### config.mk
export PLATFORM = sky130hd
export DESIGN_NAME = nvp_regs
export DESIGN_NICKNAME = d
export VERILOG_FILES = /design/src/include/nvp_pkg.sv /design/src/nvp_regs.sv
export SDC_FILE = /design/constraint.sdc
export NUM_CORES = 1
export LEC_CHECK = 0
export BUFFER_PORTS_ARGS = -buffer_cell sky130_fd_sc_hd__buf_2
export CAP_MARGIN = 40
export CORE_ASPECT_RATIO = 1.2
export CORE_MARGIN = 10
export CORE_UTILIZATION = 55
export CTS_BUF_LIST = sky130_fd_sc_hd__clkbuf_16
export DETAILED_ROUTE_END_ITERATION = 16
export PLACE_DENSITY = 0.8
export SETUP_SLACK_MARGIN = 0.3
export SKIP_LAST_GASP = 1
export SYNTH_ARGS = -nofsm -noshare
export SYNTH_HDL_FRONTEND = slang
export SYNTH_SLANG_ARGS = --single-unit
### constraint.sdc
create_clock -name ref_clk -period 3.4 [get_ports ref_clk]
set_input_delay 0.68 -clock ref_clk [delete_from_list [all_inputs] [get_ports ref_clk]]
set_output_delay 0.68 -clock ref_clk [all_outputs]
set_load 0.02 [all_outputs]
### src/include/nvp_pkg.sv
// Constants for the flash and EEPROM protection and option register block.
// Assumes a single 200 MHz clock and an Avalon-MM slave with a word address.
//
// Notes on behaviour
// - Reset load fills flash protection byte.
// - Flash protection writes may only grow protection.
// - Protected flash program/erase refused, violation flag.
// - Flash block erase refused if anything protected.
// - Operation bit picks protect or unprotect meaning.
// - Flash protection bit 6 always reads one.
// - High range disable bit gates top region.
// - High size writable only while range disabled.
// - EEPROM size writes accepted only when larger.
// - EEPROM control bit only goes one to zero.
// - EEPROM size ignored while control bit set.
// - EEPROM control zero protects sized range.
// - Reset load fills EEPROM protection fields.
// - Protected EEPROM program/erase refused, violation flag.
// - EEPROM block erase refused if any protected.
// - Six command words, index selects, byte access.
// - High byte register maps word bits 15:8.
// - Low byte register maps word bits 7:0.
// - Reset load fills all option bits.
package nvp_pkg;

  // Register indices; the byte address on the bus is four times the index.
  localparam logic [3:0] IDX_CMD_INDEX = 4'h1;
  localparam logic [3:0] IDX_CMD_STATUS = 4'h6;
  localparam logic [3:0] IDX_FLASH_PROT = 4'h8;
  localparam logic [3:0] IDX_EEPROM_PROT = 4'h9;
  localparam logic [3:0] IDX_CMD_HIGH = 4'hA;
  localparam logic [3:0] IDX_CMD_LOW = 4'hB;
  localparam logic [3:0] IDX_OPTION = 4'hC;

  // Configuration byte addresses in flash, kept for reference by the loader.
  localparam logic [15:0] CFG_ADDR_FLASH_PROT = 16'hFF7C;
  localparam logic [15:0] CFG_ADDR_EEPROM_PROT = 16'hFF7D;
  localparam logic [15:0] CFG_ADDR_OPTION = 16'hFF7E;

  // Flash protection register field positions.
  localparam int FP_OP_BIT = 7;
  localparam int FP_ONE_BIT = 6;
  localparam int FP_HDIS_BIT = 5;
  localparam int FP_HS_HI = 4;
  localparam int FP_HS_LO = 3;
  // Writable bits and the bit that is forced to one.
  localparam logic [7:0] FP_WR_MASK = 8'hB8;
  localparam logic [7:0] FP_ONE_MASK = 8'h40;

  // EEPROM protection register field positions.
  localparam int EE_CTRL_BIT = 7;
  localparam int EE_DPS_HI = 1;
  localparam int EE_DPS_LO = 0;

  // Status register field position of the violation flag.
  localparam int ST_VIOL_BIT = 5;

  // Reset values before the configuration load arrives.
  localparam logic [7:0] FP_RESET = 8'hFF;
  localparam logic [7:0] EE_RESET = 8'h80;
  localparam logic [7:0] OPT_RESET = 8'h00;

  // Region geometry: top of flash, smallest high region and EEPROM sector.
  localparam logic [15:0] FLASH_TOP = 16'hFFFF;
  localparam logic [15:0] HIGH_BASE_SIZE = 16'h0400;
  localparam logic [15:0] EE_SECTOR_SIZE = 16'h0020;

  // Number of command object words.
  localparam int CMD_WORDS = 6;

endpackage

### src/nvp_regs.sv
// Protection, option and command object registers of a flash controller.
// Assumes a configuration loader pulses cfg_load once at the end of the
// reset sequence and a command engine asks chk_req before each operation.
//
// Design decision made here: the Avalon-MM register port.
`timescale 1ns/10ps
`default_nettype none

module nvp_regs (
  input wire logic ref_clk,
  input wire logic rst_n,
  // Avalon-MM slave, word addressed.
  input wire logic [3:0] avs_address,
  input wire logic avs_read,
  input wire logic avs_write,
  input wire logic [3:0] avs_byteenable,
  input wire logic [31:0] avs_writedata,
  output logic [31:0] avs_readdata,
  output logic avs_waitrequest,
  // Configuration bytes delivered by the reset sequence.
  input wire logic cfg_load,
  input wire logic [7:0] cfg_flash_protect_ctrl_byte,
  input wire logic [7:0] cfg_eeprom_protect_ctrl_byte,
  input wire logic [7:0] cfg_nonvolatile_option_byte,
  // Protection check request from the command engine.
  input wire logic chk_req,
  input wire logic chk_eeprom,
  input wire logic chk_blk_erase,
  input wire logic [15:0] chk_addr,
  output logic chk_done,
  output logic chk_refused,
  // Option bits and the currently indexed command word.
  output logic [7:0] option_bits,
  output logic [15:0] cmd_word
);

  // Flash protection register, with bit 6 held at one; bits 2:0 reset to ones and are cleared by any load or accepted write.
  logic [7:0] flash_protect_ctrl_q;
  logic [7:0] flash_protect_ctrl_d;
  // EEPROM protection control bit and size field.
  logic ee_ctrl_q;
  logic ee_ctrl_d;
  logic [1:0] dps_q;
  logic [1:0] dps_d;
  // Option register.
  logic [7:0] nonvolatile_option_q;
  // Command object index and storage.
  logic [2:0] cmd_index_q;
  logic [15:0] cmd_mem_q [nvp_pkg::CMD_WORDS];
  // Sticky protection violation flag.
  logic viol_q;
  logic viol_d;
  // Bus handshake and read data.
  logic ack_q;
  logic [31:0] rdata_q;
  // Check answer registers.
  logic done_q;
  logic refused_q;

  // A request is present whenever read or write is high.
  wire bus_req = avs_read | avs_write;
  // The write takes effect in the acknowledge cycle only, lane 0 enabled.
  wire wr_en = avs_write & ack_q & avs_byteenable[0];
  wire [7:0] wbyte = avs_writedata[7:0];

  // Address decode.
  wire sel_index = avs_address == nvp_pkg::IDX_CMD_INDEX;
  wire sel_status = avs_address == nvp_pkg::IDX_CMD_STATUS;
  wire sel_flash_protect_ctrl = avs_address == nvp_pkg::IDX_FLASH_PROT;
  wire sel_eeprom_protect_ctrl = avs_address == nvp_pkg::IDX_EEPROM_PROT;
  wire sel_high = avs_address == nvp_pkg::IDX_CMD_HIGH;
  wire sel_low = avs_address == nvp_pkg::IDX_CMD_LOW;
  wire sel_opt = avs_address == nvp_pkg::IDX_OPTION;

  // An index of six or seven points past the array.
  wire index_ok = cmd_index_q < 3'(nvp_pkg::CMD_WORDS);
  wire [15:0] cur_word = index_ok ? cmd_mem_q[cmd_index_q] : 16'h0000;

  // Field views of the flash protection register.
  wire fp_op = flash_protect_ctrl_q[nvp_pkg::FP_OP_BIT];
  wire fp_hdis = flash_protect_ctrl_q[nvp_pkg::FP_HDIS_BIT];
  wire [1:0] fp_hs = flash_protect_ctrl_q[nvp_pkg::FP_HS_HI:nvp_pkg::FP_HS_LO];

  // Register values as software sees them; reserved low flash bits read zero.
  wire [7:0] flash_protect_ctrl_rd = (flash_protect_ctrl_q & nvp_pkg::FP_WR_MASK) | nvp_pkg::FP_ONE_MASK;
  wire [7:0] eeprom_protect_ctrl_rd = {ee_ctrl_q, 5'h00, dps_q};
  wire [7:0] status_rd = 8'(viol_q) << nvp_pkg::ST_VIOL_BIT;

  // Read data multiplexer; unmapped words read as zero.
  wire [7:0] rd_byte =
    sel_index ? {5'h00, cmd_index_q} :
    sel_status ? status_rd :
    sel_flash_protect_ctrl ? flash_protect_ctrl_rd :
    sel_eeprom_protect_ctrl ? eeprom_protect_ctrl_rd :
    sel_high ? cur_word[15:8] :
    sel_low ? cur_word[7:0] :
    sel_opt ? nonvolatile_option_q :
    8'h00;

  // One wait state: waitrequest drops in the cycle after the request rises.
  assign avs_waitrequest = bus_req & ~ack_q;
  assign avs_readdata = rdata_q;

  // Acknowledge toggles high for one cycle per request.
  always_ff @(posedge ref_clk or negedge rst_n) begin
    if (!rst_n) begin
      ack_q <= 1'b0;
    end else begin
      ack_q <= bus_req & ~ack_q;
    end
  end

  // Read data is captured in the waiting cycle so it stands at the acknowledge.
  always_ff @(posedge ref_clk or negedge rst_n) begin
    if (!rst_n) begin
      rdata_q <= 32'h0000_0000;
    end else if (avs_read & ~ack_q) begin
      rdata_q <= {24'h00_0000, rd_byte};
    end
  end

  // Size of the high region for a given size code.
  function automatic logic [16:0] high_size(input logic [1:0] hs);
    high_size = 17'(nvp_pkg::HIGH_BASE_SIZE) << hs;
  endfunction

  // True when the protection of flash value nv covers that of value ov.
  // With the operation bit set the top region is protected; clear, it is
  // the only unprotected region. A disabled range means nothing or all.
  function automatic logic fp_grows(input logic [7:0] ov, input logic [7:0] nv);
    logic o_op;
    logic o_dis;
    logic n_op;
    logic n_dis;
    logic [1:0] o_hs;
    logic [1:0] n_hs;
    o_op = ov[nvp_pkg::FP_OP_BIT];
    o_dis = ov[nvp_pkg::FP_HDIS_BIT];
    o_hs = ov[nvp_pkg::FP_HS_HI:nvp_pkg::FP_HS_LO];
    n_op = nv[nvp_pkg::FP_OP_BIT];
    n_dis = nv[nvp_pkg::FP_HDIS_BIT];
    n_hs = nv[nvp_pkg::FP_HS_HI:nvp_pkg::FP_HS_LO];
    if (!n_op && n_dis) begin
      // New value protects everything.
      fp_grows = 1'b1;
    end else if (o_op && o_dis) begin
      // Old value protected nothing.
      fp_grows = 1'b1;
    end else if (o_op != n_op || o_dis != n_dis) begin
      // Any other change of kind gives up some protected area.
      fp_grows = 1'b0;
    end else if (n_op) begin
      // Protected top region may only grow.
      fp_grows = n_hs >= o_hs;
    end else begin
      // Unprotected top region may only shrink.
      fp_grows = n_hs <= o_hs;
    end
  endfunction

  // Candidate flash value: size bits follow the write only while disabled.
  wire [1:0] cand_hs = fp_hdis ? wbyte[nvp_pkg::FP_HS_HI:nvp_pkg::FP_HS_LO] : fp_hs;
  wire [7:0] fp_cand = ((wbyte & nvp_pkg::FP_WR_MASK) | nvp_pkg::FP_ONE_MASK) &
                       ~(8'h18) | {3'h0, cand_hs, 3'h0};
  wire fp_accept = fp_grows(flash_protect_ctrl_q, fp_cand);

  // Next flash protection value; a refused write leaves it unchanged.
  always_comb begin
    flash_protect_ctrl_d = flash_protect_ctrl_q;
    if (cfg_load) begin
      flash_protect_ctrl_d = (cfg_flash_protect_ctrl_byte & nvp_pkg::FP_WR_MASK) | nvp_pkg::FP_ONE_MASK;
    end else if (wr_en && sel_flash_protect_ctrl && fp_accept) begin
      flash_protect_ctrl_d = fp_cand;
    end
  end

  // Next EEPROM protection fields, each only allowed to add protection.
  always_comb begin
    ee_ctrl_d = ee_ctrl_q;
    dps_d = dps_q;
    if (cfg_load) begin
      ee_ctrl_d = cfg_eeprom_protect_ctrl_byte[nvp_pkg::EE_CTRL_BIT];
      dps_d = cfg_eeprom_protect_ctrl_byte[nvp_pkg::EE_DPS_HI:nvp_pkg::EE_DPS_LO];
    end else if (wr_en && sel_eeprom_protect_ctrl) begin
      // Control bit may only fall from one to zero.
      ee_ctrl_d = ee_ctrl_q & wbyte[nvp_pkg::EE_CTRL_BIT];
      // Size field only takes a larger value.
      if (wbyte[nvp_pkg::EE_DPS_HI:nvp_pkg::EE_DPS_LO] > dps_q) begin
        dps_d = wbyte[nvp_pkg::EE_DPS_HI:nvp_pkg::EE_DPS_LO];
      end
    end
  end

  // Protection registers and option byte.
  always_ff @(posedge ref_clk or negedge rst_n) begin
    if (!rst_n) begin
      flash_protect_ctrl_q <= nvp_pkg::FP_RESET;
      ee_ctrl_q <= nvp_pkg::EE_RESET[nvp_pkg::EE_CTRL_BIT];
      dps_q <= 2'h0;
      nonvolatile_option_q <= nvp_pkg::OPT_RESET;
    end else begin
      flash_protect_ctrl_q <= flash_protect_ctrl_d;
      ee_ctrl_q <= ee_ctrl_d;
      dps_q <= dps_d;
      if (cfg_load) begin
        nonvolatile_option_q <= cfg_nonvolatile_option_byte;
      end
    end
  end

  // Command object index register.
  always_ff @(posedge ref_clk or negedge rst_n) begin
    if (!rst_n) begin
      cmd_index_q <= 3'h0;
    end else if (wr_en && sel_index) begin
      cmd_index_q <= wbyte[2:0];
    end
  end

  // One storage word per entry, written a byte at a time.
  for (genvar i = 0; i < nvp_pkg::CMD_WORDS; i++) begin : g_cmd
    wire hit = cmd_index_q == 3'(i);
    always_ff @(posedge ref_clk or negedge rst_n) begin
      if (!rst_n) begin
        cmd_mem_q[i] <= 16'h0000;
      end else if (wr_en && hit && sel_high) begin
        cmd_mem_q[i][15:8] <= wbyte;
      end else if (wr_en && hit && sel_low) begin
        cmd_mem_q[i][7:0] <= wbyte;
      end
    end
  end

  // Flash protection decode for the checked address.
  wire [16:0] hi_start = 17'(nvp_pkg::FLASH_TOP) + 17'h1 - high_size(fp_hs);
  wire in_high = ({1'b0, chk_addr} >= hi_start) & ~fp_hdis;
  // Set: enabled range is protected. Clear: it is the only open area.
  wire flash_hit = fp_op ? in_high : ~in_high;
  // Some flash is protected unless the range is disabled in protect mode.
  wire flash_any = ~(fp_op & fp_hdis);

  // EEPROM protection decode; the size counts only while control is zero.
  wire [16:0] ee_limit = 17'(nvp_pkg::EE_SECTOR_SIZE) * (17'(dps_q) + 17'h1);
  wire ee_hit = ~ee_ctrl_q & ({1'b0, chk_addr} < ee_limit);
  wire ee_any = ~ee_ctrl_q;

  // A request is refused when it touches, or for block erase may touch,
  // a protected area.
  wire prot_hit = chk_eeprom ?
    (chk_blk_erase ? ee_any : ee_hit) :
    (chk_blk_erase ? flash_any : flash_hit);

  // Violation flag: set by a refused request, cleared by writing a one.
  // A refusal in the same cycle as the clear wins.
  always_comb begin
    viol_d = viol_q;
    if (wr_en && sel_status && wbyte[nvp_pkg::ST_VIOL_BIT]) begin
      viol_d = 1'b0;
    end
    if (chk_req && prot_hit) begin
      viol_d = 1'b1;
    end
  end

  // Violation flag and one-cycle check answers.
  always_ff @(posedge ref_clk or negedge rst_n) begin
    if (!rst_n) begin
      viol_q <= 1'b0;
      done_q <= 1'b0;
      refused_q <= 1'b0;
    end else begin
      viol_q <= viol_d;
      done_q <= chk_req;
      refused_q <= chk_req & prot_hit;
    end
  end

  assign chk_done = done_q;
  assign chk_refused = refused_q;
  assign option_bits = nonvolatile_option_q;
  assign cmd_word = cur_word;
endmodule

`default_nettype wire

* Word level (Yosys, flattened, before mapping)
Index checks and enable logic that the tools add are counted.
** Word-level totals
- Flip-flop bits (word level) :: 130
- Bits in latches :: 0
- Bits in writable memories :: 0
- Memory bits (read-only) :: 0
- Output and inout bits :: 59
- Memories kept :: 0
** Cells by class
- Add/sub/neg operators :: 2
- Multiply operators :: 0
- Div/mod/pow operators :: 0
- Order comparisons :: 7
- Eq/ne operators :: 14
- Shift operators :: 1
- Mux-type cells :: 29
- Bitwise logic cells :: 23
- Reduce and logical (&&, ||, !) cells :: 41
** Operators by type and width (count)
- 2-to-1 mux 8 bit :: 9
- binary-select mux 16 bit (select 3 bit) :: 1
- 2-to-1 mux 16 bit :: 3
- logical AND 1 bit :: 27
- equality test 4 bit (second input constant) :: 5
- greater-or-equal comparator 16 x 17 -> 1 bit :: 1
- left shift 11 x 2 -> 17 bit (first input constant) :: 1
- subtractor 17 bit (first input constant) :: 1
- less-than comparator 16 x 8 -> 1 bit :: 1
- AND reduction 2 bit :: 7
- 2-to-1 mux 1 bit :: 12
- NOT 1 bit :: 11
- bitwise AND 1 bit :: 9
- 2-to-1 mux 2 bit :: 4
- OR 8 x 5 -> 8 bit :: 1
- nonzero test 2 bit :: 4
- equality test 3 x 2 -> 1 bit (second input constant) :: 2
- equality test 3 bit (second input constant) :: 2
- equality test 4 x 1 -> 1 bit (second input constant) :: 1
- equality test 4 x 3 -> 1 bit (second input constant) :: 1
- greater-or-equal comparator 4 bit (second input constant) :: 1
- NOT 3 -> 4 bit :: 1
- adder 2 x 1 -> 3 bit (second input constant) :: 1
- equality test 3 x 1 -> 1 bit (second input constant) :: 1
- 9 further kinds :: 10

* Logic depth before layout (Yosys ltp)
Gate-level depths: netlist of the first run.
- Depth after elaboration :: 11
- Depth in mapped cells :: 11
- Mapped depth without buffers :: 11

* Worst setup path before layout of the first run
Ideal clock, no wire load.
- Kind :: flip-flop to flip-flop
- Start point :: register flash_protect_ctrl_q[5]
- End point :: register flash_protect_ctrl_q[5]
- Arrival :: 2.476 ns
- Setup slack :: 0.842 ns
- Cell stages (with the launch flop) :: 10
- Path buffers :: 1
- Period minus slack after synthesis :: 2.558 ns
- Cells stage by stage :: dfstp_2 clkbuf_1 mux2i_1 ha_1 nand2b_1 a21oi_1 or3_1 a31oi_4 mux2_1 mux2_2
** On the way
- Longest elaborated chain between the ends :: 9
- Elaborated cells on any way between the ends :: 13
- Those cells by class :: order compare (2); eq/ne (1); mux (5); bitwise (1); reduce/logical (4)
** Ends and longest elaborated chain
- start, declared :: line nvp_regs.sv:38 : logic [7:0] flash_protect_ctrl_q;
- start signal, assigned :: line nvp_regs.sv:197 : flash_protect_ctrl_q <= nvp_pkg::FP_RESET;
- start signal, assigned :: line nvp_regs.sv:202 : flash_protect_ctrl_q <= flash_protect_ctrl_d;
- 2-to-1 mux 2 bit :: line nvp_regs.sv:162 : wire [1:0] cand_hs = fp_hdis ? wbyte[nvp_pkg::FP_HS_HI:nvp_pkg::FP_HS_LO] : fp_hs;
- OR 8 x 5 -> 8 bit :: line nvp_regs.sv:164 : ~(8'h18) | {3'h0, cand_hs, 3'h0};
- <= comparator 2 bit / greater-or-equal comparator 2 bit (equally long branches) :: line nvp_regs.sv:157, nvp_regs.sv:154
- 2-to-1 mux 1 bit :: line nvp_regs.sv:152 : end else if (n_op) begin
- 2-to-1 mux 1 bit :: line nvp_regs.sv:149 : end else if (o_op != n_op || o_dis != n_dis) begin
- 2-to-1 mux 1 bit (*) :: line nvp_regs.sv:146 : end else if (o_op && o_dis) begin
- 2-to-1 mux 1 bit (*) :: line nvp_regs.sv:143 : if (!n_op && n_dis) begin
- logical AND 1 bit (*) :: line nvp_regs.sv:172 : end else if (wr_en && sel_flash_protect_ctrl && fp_accept) begin
- nonzero test 2 bit (no line) (*)
Every way passes the cells marked *; elsewhere a longest branch is shown, timed or not.
A chain may end at the register's enable or synchronous reset.

* Worst setup path after layout of the first run
- Start point :: register cmd_index_q[1]
- End point :: output cmd_word[4]
** On the way
- Longest elaborated chain between the ends :: 5
- Elaborated cells on any way between the ends :: 6
- Those cells by class :: order compare (1); mux (4); bitwise (1)
** Ends and longest elaborated chain
- start, declared :: line nvp_regs.sv:48 : logic [2:0] cmd_index_q;
- start signal, assigned :: line nvp_regs.sv:216 : cmd_index_q <= wbyte[2:0];
- NOT 3 -> 4 bit (implied by the code) :: line nvp_regs.sv:77 : wire [15:0] cur_word = index_ok ? cmd_mem_q[cmd_index_q] : 16'h0000;
- binary-select mux 16 bit (select 3 bit) :: line nvp_regs.sv:77
- 2-to-1 mux 16 bit (implied by the code) (2 in a row) :: line nvp_regs.sv:77
- 2-to-1 mux 16 bit (*) :: line nvp_regs.sv:77
- end, declared :: line nvp_regs.sv:34 : output logic [15:0] cmd_word
Every way passes the cells marked *; elsewhere a longest branch is shown, timed or not. The select of a mux whose other input is x is not followed.

==> run_results.csv, run 1 <==
group,metric,value,unit
run_status,run_status,"finished clean",
sta,max_freq,0.337,GHz
sta,tightest_slew,0.908,ns
critical_path,worstSetupPathType,"flip-flop to primary output",
sta,finalCritPeriodShare,0.872,
critical_path,critical_path.endpoint_type,"primary output",
synth,count_of_state_elements_after_synthesis,126,
clock_network,max-clock-path-buffers,2,
min_path,timing.hold.worst.class,"primary input to asynchronous set/reset pin",
pwr,power.ir.vdd_worst,313,µV
layout,final_net_count,784,
critical_path,timing.critical_path.required,2.72,ns
critical_path,worst_path_max_delay_cell,"sky130_fd_sc_hd__dfrtp_4",
pwr,cell_internal_pwr,3000,µW
grt,grt_pass1_vias,5476,
sta,finalCriticalPeriod,2.97,ns
sta,unrepaired_setup_endpoints_after_global_routing,"no",
route,routed_vias,5152,
critical_path,crit-reg2reg-capture,"flash_protect_ctrl_q[5]",
grt,pin_count_of_the_biggest_net_entering_global_routing,62,
layout,antenna_cells,0,
clock_network,ctsHtreeMaxLevel,4,
clock_network,clk_pin_slew,0.05,ns
route,starting_drc_count_in_detailed_routing,446,
critical_path,worstSetupStartpoint,"cmd_index_q[1]",
critical_path,cp_cell_sequence,"buf_4 -> mux2i_1 -> o22a_1 -> o21ai_0 -> buf_2",
synth,synth_top_flop_cell,"sky130_fd_sc_hd__dfrtp_1",
critical_path,cp.buffers_inverters,2,
placed_design,rd_place_congestion,0.878,
clock_network,cts_setup_buffers,0,
sta,hold_viol,0,
pwr,register_share_of_total_power,0.397,
critical_path,rr_startpoint,"flash_protect_ctrl_q[4]",
synth,syn-instance-count,606,
pwr,switchingPower,1210,µW
critical_path,cp_max_stage_delay,0.66,ns
layout,post_synthesis_to_final_layout_area_growth,14.7,%
synth,yosysUniqueCellTypes,70,
clock_network,cts_inserted_buffers,17,
floorplanning,core_region_area,12200,µm²
grt,number_of_antenna_violations_at_the_first_check_in_global_routing,0,
pwr,powerDensity,531,nW/µm²
clock_network,clk_latency,0.41,ns
route,route.detailed.vias_per_inst,6.01,
critical_path,timing.critical_path.from_type,"flip-flop",
clock_network,cts_sinks,126,
critical_path,crit_family,"flip-flops",
critical_path,r2r_slack,0.56,ns
route,drt_pre_antenna_iters,5,
synth,yosysWarningCount,0,
sta,setup-tns-final,0,ns
synth,synth.avg_cell_area,11.4,µm²
clock_network,cts.root.buffer_cell,"sky130_fd_sc_hd__clkbuf_16",
pwr,p_leak,0.00381,µW
sta,hold-worst-slack,0.316,ns
floorplanning,die_area,17400,µm²
grt,grtUsageTotal,0.209,
grt,grt_pass1_wl,29000,µm
floorplanning,i_o_pin_count,147,
floorplanning,floorplan.initialDensity,0.567,
floorplanning,vertical_die_dimension,143,µm
route,postRouteAntennaNets,0,
pwr,comb_power_share,0.180,
pwr,swShare,0.287,
floorplanning,fp.dieW,122,µm
pwr,power_frac_clock,0.423,
layout,finish.utilization,0.650,
layout,share_of_layout_cells_above_drive_strength_1,0.375,
sta,fin_worst_skew,0.00548,ns
sta,slew_headroom,0.393,
critical_path,critical_path_data_arrival_time,2.29,ns
critical_path,critPathMaxFanout,30,
route,detail_route.wl_per_cell,21.1,µm
job,max_cap_viol_count,0,
clock_network,clock_tree_from_tritoncts,"built",
clock_network,holdBufCountCts,0,
synth,synth-edff-count,0,
sta,final_max_slew_viol_count,0,
critical_path,critical_path.endpoint,"cmd_word[4]",
route,detailed_route_drc_error_count,0,
placed_design,place.detailed.hpwl,12700,µm
synth,mappedNetlistArea,6900,µm²
synth,synthArstFlopShare,1.00,
synth,register_area_share_after_synthesis,0.458,
route,wirelength,18000,µm
floorplanning,floorplan.rows,44,
placed_design,portBuffers,81,
critical_path,critical_path_depth,5,
sta,setup_viol_count_final,0,
grt,gr-total-overflow,0,
critical_path,worst_r2r_path_depth,9,
sequential cells by signal, summed over array words and instances, names as in the netlist:
| signal | cells |
|---|---|
| chk_done | 1 |
| ack_q | 1 |
| dps_q | 2 |
| flash_protect_ctrl_q | 4 |
| viol_q | 1 |
| option_bits | 8 |
| cmd_index_q | 3 |
| chk_refused | 1 |
| cmd_mem_q | 96 |
| ee_ctrl_q | 1 |
| avs_readdata | 8 |
worst register-to-register path, stage by stage, from the launching register on:
cell and delay, ns:
sky130_fd_sc_hd__dfstp_2 0.57, sky130_fd_sc_hd__inv_1 0.08, sky130_fd_sc_hd__o21ai_0 0.25, sky130_fd_sc_hd__ha_1 0.32, sky130_fd_sc_hd__nor2b_1 0.14, sky130_fd_sc_hd__o21ai_0 0.31
sky130_fd_sc_hd__o211ai_1 0.23, sky130_fd_sc_hd__a31oi_4 0.26, sky130_fd_sc_hd__mux2_1 0.35, sky130_fd_sc_hd__mux2_2 0.26
cells by family (layout without fill, tap and decap cells):
| group | count (synthesis) | after routing | share of synthesized area |
|---|---|---|---|
| muxes | 139 | 139 | 0.238 |
| and+or+nand+nor | 138 | 138 | 0.113 |
| DFF | 126 | 126 | 0.458 |
| AOI/OAI and AO/OA | 109 | 109 | 0.101 |
| buffers and inverters | 79 | 144 | 0.0644 |
| adders and majority gates | 13 | 13 | 0.0236 |
| other | 1 | 26 | 0.000544 |
| xor gates and xnor gates | 1 | 1 | 0.00127 |
layout by cell type (no fill, tap or decap), types with 13 or more instances in the layout:
| cell | netlist | layout |
|---|---|---|
| sky130_fd_sc_hd__conb_1 | 1 | 26 |
| sky130_fd_sc_hd__buf_2 | 7 | 80 |
| sky130_fd_sc_hd__nand2_1 | 41 | 41 |
| sky130_fd_sc_hd__nor2_1 | 20 | 20 |
| sky130_fd_sc_hd__o21ai_0 | 32 | 32 |
| sky130_fd_sc_hd__ha_1 | 13 | 13 |
| sky130_fd_sc_hd__nand3_1 | 19 | 19 |
| sky130_fd_sc_hd__mux2_2 | 89 | 89 |
| sky130_fd_sc_hd__a21oi_1 | 31 | 31 |
| sky130_fd_sc_hd__dfrtp_1 | 121 | 119 |
| sky130_fd_sc_hd__mux2_4 | 14 | 14 |
| sky130_fd_sc_hd__mux2i_1 | 28 | 28 |
| sky130_fd_sc_hd__inv_1 | 18 | 21 |
| sky130_fd_sc_hd__clkbuf_16 | 0 | 17 |
layer usage:
metal  global-route usage  share of wire  routed length, µm
met4               0.0950          0.033                595
met1                0.234           0.36               6550
met3               0.0600          0.097               1760
met2                0.361           0.51               9140
met5                    0              0                  0
cells in the mapped netlist (all sizes together), types with 3 or more instances:
cell         count  area, µm²
a21oi           31        155
a22oi            5       37.5
a31oi            3       33.8
and2             3       18.8
and3             4       28.8
buf             38        260
clkbuf          15       56.3
dfrtp          121       3030
dfstp            5        131
dlygate4sd1      6       52.6
ha              13        163
inv             19       71.3
mux2           106       1250
mux2i           28        280
mux4             5        113
nand2           42        165
nand2b           7       43.8
nand3           20        113
nor2            26        154
nor2b            8       50.1
nor3             8       45.0
nor4             4       40.0
o211ai           5       37.5
o21ai           32        160
o21bai           3       22.5
o22a             7       61.3
o22ai            4       25.0
o2bb2ai          4       35.0
or2              5       33.8
or3              5       37.5
how the worst min path moves through the flow:
stage,endpoint
4_1_cts,option_bits[2]
3_5_place_dp,avs_readdata[2]
3_3_place_gp,cmd_mem_q[63]
5_1_grt,option_bits[4]
6_report,option_bits[2]
2_1_floorplan,ack_q
power by group through the flow:
stage	Sequential, µW	Combinational [µW]	Clock, µW
final	1670	757	1780
after global routing	1680	818	1860
after CTS	1670	752	1790
after detailed placement	1690	744	0
after global placement	1690	726	0
after floorplan	1680	504	0
metrics by stage:
| stage | cell area, µm² | std cells | setup slack [ns] | power, µW |
|---|---|---|---|---|
| 2_1_floorplan | 6990 | 631 | 0.842 | 2180 |
| 3_3_place_gp | 7330 | 825 | 0.490 | 2410 |
| 3_5_place_dp | 7330 | 825 | 0.420 | 2440 |
| 4_1_cts | 7910 | 857 | 0.313 | 4210 |
| 5_1_grt | 7910 | 857 | 0.337 | 4360 |
| 6_report | 7910 | 857 | 0.434 | 4210 |
final cells by class:
| class | instances | area, µm² |
|---|---|---|
| clock buffer | 17 | 425 |
| clock inverter | 15 | 156 |
| timing repair buffer | 92 | 503 |
| inverter | 20 | 75.1 |
| multi-input combinational | 426 | 3390 |
| tap | 161 | 201 |
| sequential | 126 | 3160 |
| fill | 886 | 4250 |
what timing repair did:
action / CTS / global route
hold endpoints to repair: 0 / 0
resized for setup: 1 / 1
cloned: 0 / 0
setup endpoints to repair: 3 / 6
Note: power is estimated with default switching activity, not from simulation.
==> run 2, diff against run 1 <==
--- a/config.mk
+++ b/config.mk
@@ -7,7 +7,7 @@
 export LEC_CHECK = 0
 export BUFFER_PORTS_ARGS = -buffer_cell sky130_fd_sc_hd__buf_2
 export CAP_MARGIN = 40
-export CORE_ASPECT_RATIO = 1.2
+export CORE_ASPECT_RATIO = 0.75
 export CORE_MARGIN = 10
 export CORE_UTILIZATION = 55
 export CTS_BUF_LIST = sky130_fd_sc_hd__clkbuf_16
==> run 2 against run 1 <==
Global-route usage grew 0.51 points. Sequential cell count stayed put. Fmax up 0.14%. Design area up 0.30%. Highest routed layer unchanged. Clock power rose by 4%. Critical endpoint is now cmd_word[8]. Hold slack gained 0.033 ns.
==> run_results.csv, run 2 (synthesized netlist as in run 1, its figures left out) <==
group,metric,value,unit
floorplanning,die_area,17500,µm²
clock_network,cts.root.buffer_cell,"sky130_fd_sc_hd__clkbuf_16",
pwr,register_share_of_total_power,0.389,
pwr,power.ir.vdd_worst,374,µV
pwr,swShare,0.284,
floorplanning,core_region_area,12300,µm²
layout,final_cell_area,7940,µm²
sta,slew_headroom,0.467,
route,drt_pre_antenna_iters,6,
critical_path,timing.critical_path.from_type,"flip-flop",
critical_path,critical_path.endpoint_type,"primary output",
grt,grt_pass1_wl,29100,µm
run_status,run_status,"finished clean",
clock_network,clk_latency,0.42,ns
sta,max_freq,0.338,GHz
grt,number_of_antenna_violations_at_the_first_check_in_global_routing,0,
placed_design,rd_place_congestion,0.906,
grt,grtUsageTotal,0.215,
route,wirelength,18100,µm
floorplanning,floorplan.initialDensity,0.562,
sta,finalCriticalPeriod,2.96,ns
job,max_cap_viol_count,0,
clock_network,holdBufCountCts,0,
pwr,power_frac_clock,0.434,
sta,setup-tns-final,0,ns
layout,mostFrequentLayoutCells,"119 x sky130_fd_sc_hd__dfrtp_1, 89 x sky130_fd_sc_hd__mux2_2, 80 x sky130_fd_sc_hd__buf_2, 41 x sky130_fd_sc_hd__nand2_1, 32 x sky130_fd_sc_hd__o21ai_0",
min_path,timing.hold.worst.class,"primary input to asynchronous set/reset pin",
pwr,powerDensity,541,nW/µm²
pwr,comb_power_share,0.177,
grt,gr-total-overflow,0,
placed_design,dpl_cell_area,7330,µm²
critical_path,timing.critical_path.required,2.72,ns
critical_path,critPathMaxFanout,26,
route,detail_route.wl_per_cell,21.1,µm
floorplanning,vertical_die_dimension,117,µm
clock_network,clock_tree_from_tritoncts,"built",
sta,setup_viol_count_final,0,
layout,fillers,945,
layout,share_of_layout_cells_above_drive_strength_1,0.373,
floorplanning,fp.dieW,149,µm
sta,tightest_slew,0.799,ns
layout,largest_register_ff_count,96,
layout,reg_with_most_ffs,"cmd_mem_q",
route,routed_vias,5111,
layout,antenna_cells,0,
layout,layout.cells.most_common,"sky130_fd_sc_hd__dfrtp_1",
placed_design,place.detailed.hpwl,13100,µm
route,route.detailed.vias_per_inst,5.94,
sta,unrepaired_setup_endpoints_after_global_routing,"no",
layout,final_net_count,783,
clock_network,ctsHtreeMaxLevel,4,
clock_network,cts_inserted_buffers,17,
pwr,p_leak,0.00380,µW
floorplanning,floorplan.rows,35,
critical_path,cp_max_stage_delay,0.62,ns
grt,grt_pass1_vias,5318,
sta,hold_viol,0,
critical_path,worst_path_max_delay_cell,"sky130_fd_sc_hd__dfrtp_4",
critical_path,critical_path_data_arrival_time,2.28,ns
sta,final_max_slew_viol_count,0,
sta,fin_worst_skew,0.00732,ns
layout,post_synthesis_to_final_layout_area_growth,15.1,%
pwr,switchingPower,1220,µW
critical_path,worstSetupPathType,"flip-flop to primary output",
sta,finalCritPeriodShare,0.871,
clock_network,cts_setup_buffers,0,
sta,hold-worst-slack,0.349,ns
critical_path,cp_cell_sequence,"nand2b_1 -> o21ai_0 -> buf_2",
placed_design,portBuffers,81,
pwr,cell_internal_pwr,3070,µW
route,postRouteAntennaNets,0,
clock_network,clk_pin_slew,0.05,ns
clock_network,max-clock-path-buffers,2,
grt,pin_count_of_the_biggest_net_entering_global_routing,68,
route,starting_drc_count_in_detailed_routing,406,
floorplanning,i_o_pin_count,147,
route,detailed_route_drc_error_count,0,
clock_network,cts_sinks,126,
critical_path,worst_r2r_path_depth,9,
==> run 2: power by group through the flow <==
stage | combinational, µW | clock (µW) | sequential [µW]
after floorplan | 504 | 0 | 1680
after global placement | 733 | 0 | 1690
after detailed placement | 751 | 0 | 1690
after CTS | 759 | 1880 | 1670
after global routing | 825 | 1950 | 1680
final | 759 | 1860 | 1670
==> run 2: worst paths after layout <==
path | startpoint | to | slack (ns)
max in group asynchronous | rst_n | cmd_mem_q[4] | 2.19
worst max register to register | flash_protect_ctrl_q[4] | flash_protect_ctrl_q[5] | 0.78
worst min-delay path | rst_n | cmd_mem_q[1] | 0.35
worst max-delay path | cmd_index_q[1] | cmd_word[8] | 0.44
min in group ref_clk | chk_req | chk_done | 0.38
worst min register to register | cmd_mem_q[94] | cmd_mem_q[94] | 0.49
==> run 2: repair_timing <==
| action | in CTS | in global routing |
|---|---|---|
| pin swaps | 0 | 0 |
| gates resized for setup | 1 | 2 |
| setup endpoints to repair | 3 | 4 |
==> run 2: final cells by class <==
cell class / instances / area, µm² / area share
well taps: 166 / 208 / 0.0262
clock buffers: 17 / 425 / 0.0536
inverters: 20 / 75.1 / 0.00946
multi-input cells: 426 / 3390 / 0.427
clock inverters: 15 / 179 / 0.0225
repair buffers: 91 / 495 / 0.0624
flip-flops and latches: 126 / 3160 / 0.399
==> run 2: critical path, delay by kind of cell, from the launching register on <==
family	cells	cell delay, ns
AO/OA/AOI/OAI	1	0.52
flip-flops	1	0.62
buffers and inverters	1	0.26
AND/OR/NAND/NOR	1	0.47
==> run 2: routing by layer <==
metal / track usage / routed length [µm] / vias up
li1: - / - / 2289
met1: 0.275 / 7750 / 2583
met2: 0.358 / 8780 / 215
met3: 0.0572 / 1410 / 24
met4: 0.0496 / 180 / 0
met5: 0 / 0 / -
==> run 2: per-stage QoR <==
| stage | total power [µW] | cells | worst slack [ns] | util |
|---|---|---|---|---|
| finish | 4290 | 861 | 0.438 | 0.647 |
| global route | 4450 | 861 | 0.363 | 0.647 |
| CTS | 4300 | 861 | 0.357 | 0.647 |
| detailed placement | 2440 | 829 | 0.547 | 0.597 |
| global placement | 2420 | 829 | 0.584 | 0.597 |
| floorplan | 2180 | 631 | 0.842 | - |
==> run 3, diff against run 2 <==
--- a/config.mk
+++ b/config.mk
@@ -5,14 +5,14 @@
 export SDC_FILE = /design/constraint.sdc
 export NUM_CORES = 1
 export LEC_CHECK = 0
-export BUFFER_PORTS_ARGS = -buffer_cell sky130_fd_sc_hd__buf_2
-export CAP_MARGIN = 40
+export CAP_MARGIN = 20
 export CORE_ASPECT_RATIO = 0.75
 export CORE_MARGIN = 10
 export CORE_UTILIZATION = 55
 export CTS_BUF_LIST = sky130_fd_sc_hd__clkbuf_16
 export DETAILED_ROUTE_END_ITERATION = 16
-export PLACE_DENSITY = 0.8
+export DONT_BUFFER_PORTS = 1
+export PLACE_DENSITY = 0.7
 export SETUP_SLACK_MARGIN = 0.3
 export SKIP_LAST_GASP = 1
 export SYNTH_ARGS = -nofsm -noshare
==> run 3 against run 2 <==
The run now ends with negative hold slack left. Non-clock buffer count decreased by 81. Sequential share of layout area up 2.5 points. Design area shrank 5.9%. First-iteration DRC count fell by 18%. Clock power is 8% lower. Hold slack worse by 0.39 ns. Combinational power fell by 26%. Total power decreased by 6.8%. Count of clock-buffer cells in the layout unchanged. Critical path depth is 1 lower. Critical path type unchanged. Largest cell class unchanged.
==> run_results.csv, run 3 (synthesized netlist as in run 1, its figures left out) <==
group,metric,value,unit
run_status,run_status,"complete, but fails checks",
run_status,failed_checks,"negative hold slack",
layout,layout.cells.most_common,"sky130_fd_sc_hd__dfrtp_1",
grt,grt_pass1_vias,4789,
route,drt_pre_antenna_iters,5,
critical_path,critical_path_depth,2,
sta,fin_ws,0.349,ns
critical_path,worst_r2r_path_depth,6,
sta,max_freq,0.328,GHz
pwr,p_leak,0.00343,µW
layout,fillers,1018,
pwr,powerDensity,536,nW/µm²
grt,pin_count_of_the_biggest_net_entering_global_routing,127,
sta,unrepaired_setup_endpoints_after_global_routing,"yes",
sta,finalCritPeriodShare,0.897,
critical_path,worstSetupPathType,"flip-flop to primary output",
clock_network,cts.root.buffer_cell,"sky130_fd_sc_hd__clkbuf_16",
critical_path,cp.buffers_inverters,0,
route,detailed_route_drc_error_count,0,
route,postRouteAntennaNets,0,
placed_design,rd_place_congestion,0.895,
layout,mostFrequentLayoutCells,"119 x sky130_fd_sc_hd__dfrtp_1, 89 x sky130_fd_sc_hd__mux2_2, 41 x sky130_fd_sc_hd__nand2_1, 31 x sky130_fd_sc_hd__a21oi_1, 29 x sky130_fd_sc_hd__o21ai_0",
layout,share_of_layout_cells_above_drive_strength_1,0.296,
sta,setup_viol_count_final,0,
layout,final_cell_area,7470,µm²
route,route.detailed.vias_per_inst,6.07,
min_path,timing.hold.worst.class,"primary input to asynchronous set/reset pin",
pwr,comb_power_share,0.141,
route,routed_vias,4731,
sta,setup-tns-final,0,ns
route,detail_route.wl_per_cell,22.1,µm
layout,post_synthesis_to_final_layout_area_growth,8.27,%
floorplanning,floorplan.initialDensity,0.562,
floorplanning,i_o_pin_count,147,
pwr,power_frac_clock,0.430,
critical_path,timing.critical_path.required,2.72,ns
clock_network,ctsHtreeMaxLevel,4,
layout,antenna_cells,0,
placed_design,portBuffers,0,
floorplanning,fp.dieW,149,µm
sta,tightest_slew,0.987,ns
clock_network,clk_pin_slew,0.06,ns
clock_network,clk_latency,0.42,ns
pwr,switchingPower,1180,µW
pwr,swShare,0.296,
pwr,register_share_of_total_power,0.429,
layout,largest_register_ff_count,96,
sta,final_max_slew_viol_count,0,
floorplanning,floorplan.rows,35,
critical_path,crit_family,"compound AO/OA/AOI/OAI gates",
critical_path,cp_max_stage_delay,0.78,ns
placed_design,place.detailed.hpwl,12500,µm
critical_path,critical_path_data_arrival_time,2.37,ns
grt,number_of_antenna_violations_at_the_first_check_in_global_routing,0,
pwr,power.ir.vdd_worst,397,µV
clock_network,clock_tree_from_tritoncts,"built",
layout,final_net_count,702,
critical_path,critPathMaxFanout,29,
grt,grt_pass1_wl,27200,µm
floorplanning,die_area,17500,µm²
critical_path,cp_cell_sequence,"nand2b_1 -> o21ai_0",
critical_path,timing.critical_path.from_type,"flip-flop",
sta,slew_headroom,0.335,
sta,hold-worst-slack,-0.0446,ns
grt,grtUsageTotal,0.203,
floorplanning,core_region_area,12300,µm²
sta,hold_viol,115,
placed_design,dp_slack,0.627,ns
job,max_cap_viol_count,0,
clock_network,cts_setup_buffers,0,
layout,sequential_cell_area,3160,µm²
clock_network,cts_sinks,126,
pwr,cell_internal_pwr,2820,µW
grt,gr-total-overflow,0,
route,wirelength,17300,µm
sta,finalCriticalPeriod,3.05,ns
sta,fin_worst_skew,0.00797,ns
floorplanning,vertical_die_dimension,117,µm
critical_path,critical_path.endpoint_type,"primary output",
critical_path,r2r_slack,0.66,ns
route,starting_drc_count_in_detailed_routing,334,
layout,reg_with_most_ffs,"cmd_mem_q",
clock_network,cts_inserted_buffers,17,
clock_network,max-clock-path-buffers,2,
layout,multiInputGateArea,3390,µm²
placed_design,dpl_cell_area,6910,µm²
critical_path,worst_path_max_delay_cell,"sky130_fd_sc_hd__o21ai_0",
-- run 3: changes by cell type in the layout (fill, tap and decap cells not counted) --
cell / previous run / this run
sky130_fd_sc_hd__inv_6: 0 / 6
sky130_fd_sc_hd__o21ai_0: 32 / 29
sky130_fd_sc_hd__nor2_2: 4 / 3
sky130_fd_sc_hd__dfrtp_2: 1 / 2
sky130_fd_sc_hd__o21ai_1: 0 / 3
sky130_fd_sc_hd__clkinv_1: 5 / 2
sky130_fd_sc_hd__dfrtp_4: 1 / 0
sky130_fd_sc_hd__nor2_1: 19 / 20
sky130_fd_sc_hd__clkinv_2: 1 / 2
sky130_fd_sc_hd__buf_2: 80 / 0
sky130_fd_sc_hd__clkinvlp_4: 3 / 4
sky130_fd_sc_hd__buf_12: 1 / 0
sky130_fd_sc_hd__bufinv_16: 4 / 1
sky130_fd_sc_hd__inv_1: 20 / 18
-- run 3: through the flow --
stage          cells  hold slack [ns]  power, µW   util
2_1_floorplan    631            0.384       2180      -
3_3_place_gp     748            0.389       2290  0.563
3_5_place_dp     748            0.389       2300  0.563
4_1_cts          780          -0.0531       4030  0.609
5_1_grt          780          -0.0644       4160  0.609
6_report         780          -0.0446       4000  0.609
-- run 3: routing by layer --
layer,wire length [µm],global-route usage,vias to the layer above
met5,0,0,-
met4,189,0.0515,0
met3,1440,0.0695,17
met2,8300,0.319,178
met1,7330,0.264,2421
li1,-,-,2115
-- run 3: timing repair --
action | 4_1_cts | 5_1_grt
hold endpoints to repair | 121 | 121
resized for setup | 2 | 2
endpoints found under the setup margin | 5 | 4
-- run 3: power groups by stage --
stage                     Combinational (µW)  Clock, µW  Sequential (µW)
after detailed placement                 560          0             1740
after floorplan                          504          0             1680
after global placement                   546          0             1740
final                                    564       1720             1720
after global routing                     616       1820             1730
after CTS                                565       1750             1720
-- run 3: final timing paths --
path                                      from                 endpoint
min in group ref_clk                   chk_req                 chk_done
worst max-delay path            cmd_index_q[1]              cmd_word[0]
worst min-delay path                     rst_n            cmd_mem_q[33]
max in group asynchronous                rst_n  flash_protect_ctrl_q[4]
worst max register to register  cmd_index_q[1]          avs_readdata[6]
worst min register to register   cmd_mem_q[87]            cmd_mem_q[87]
-- run 3: final cells by class --
type / instances / area share
clock buffer: 17 / 0.0570
sequential: 126 / 0.423
inverter: 20 / 0.0101
timing repair buffer: 10 / 0.0101
clock inverter: 15 / 0.0181
multi-input combinational: 426 / 0.454
tap: 166 / 0.0278
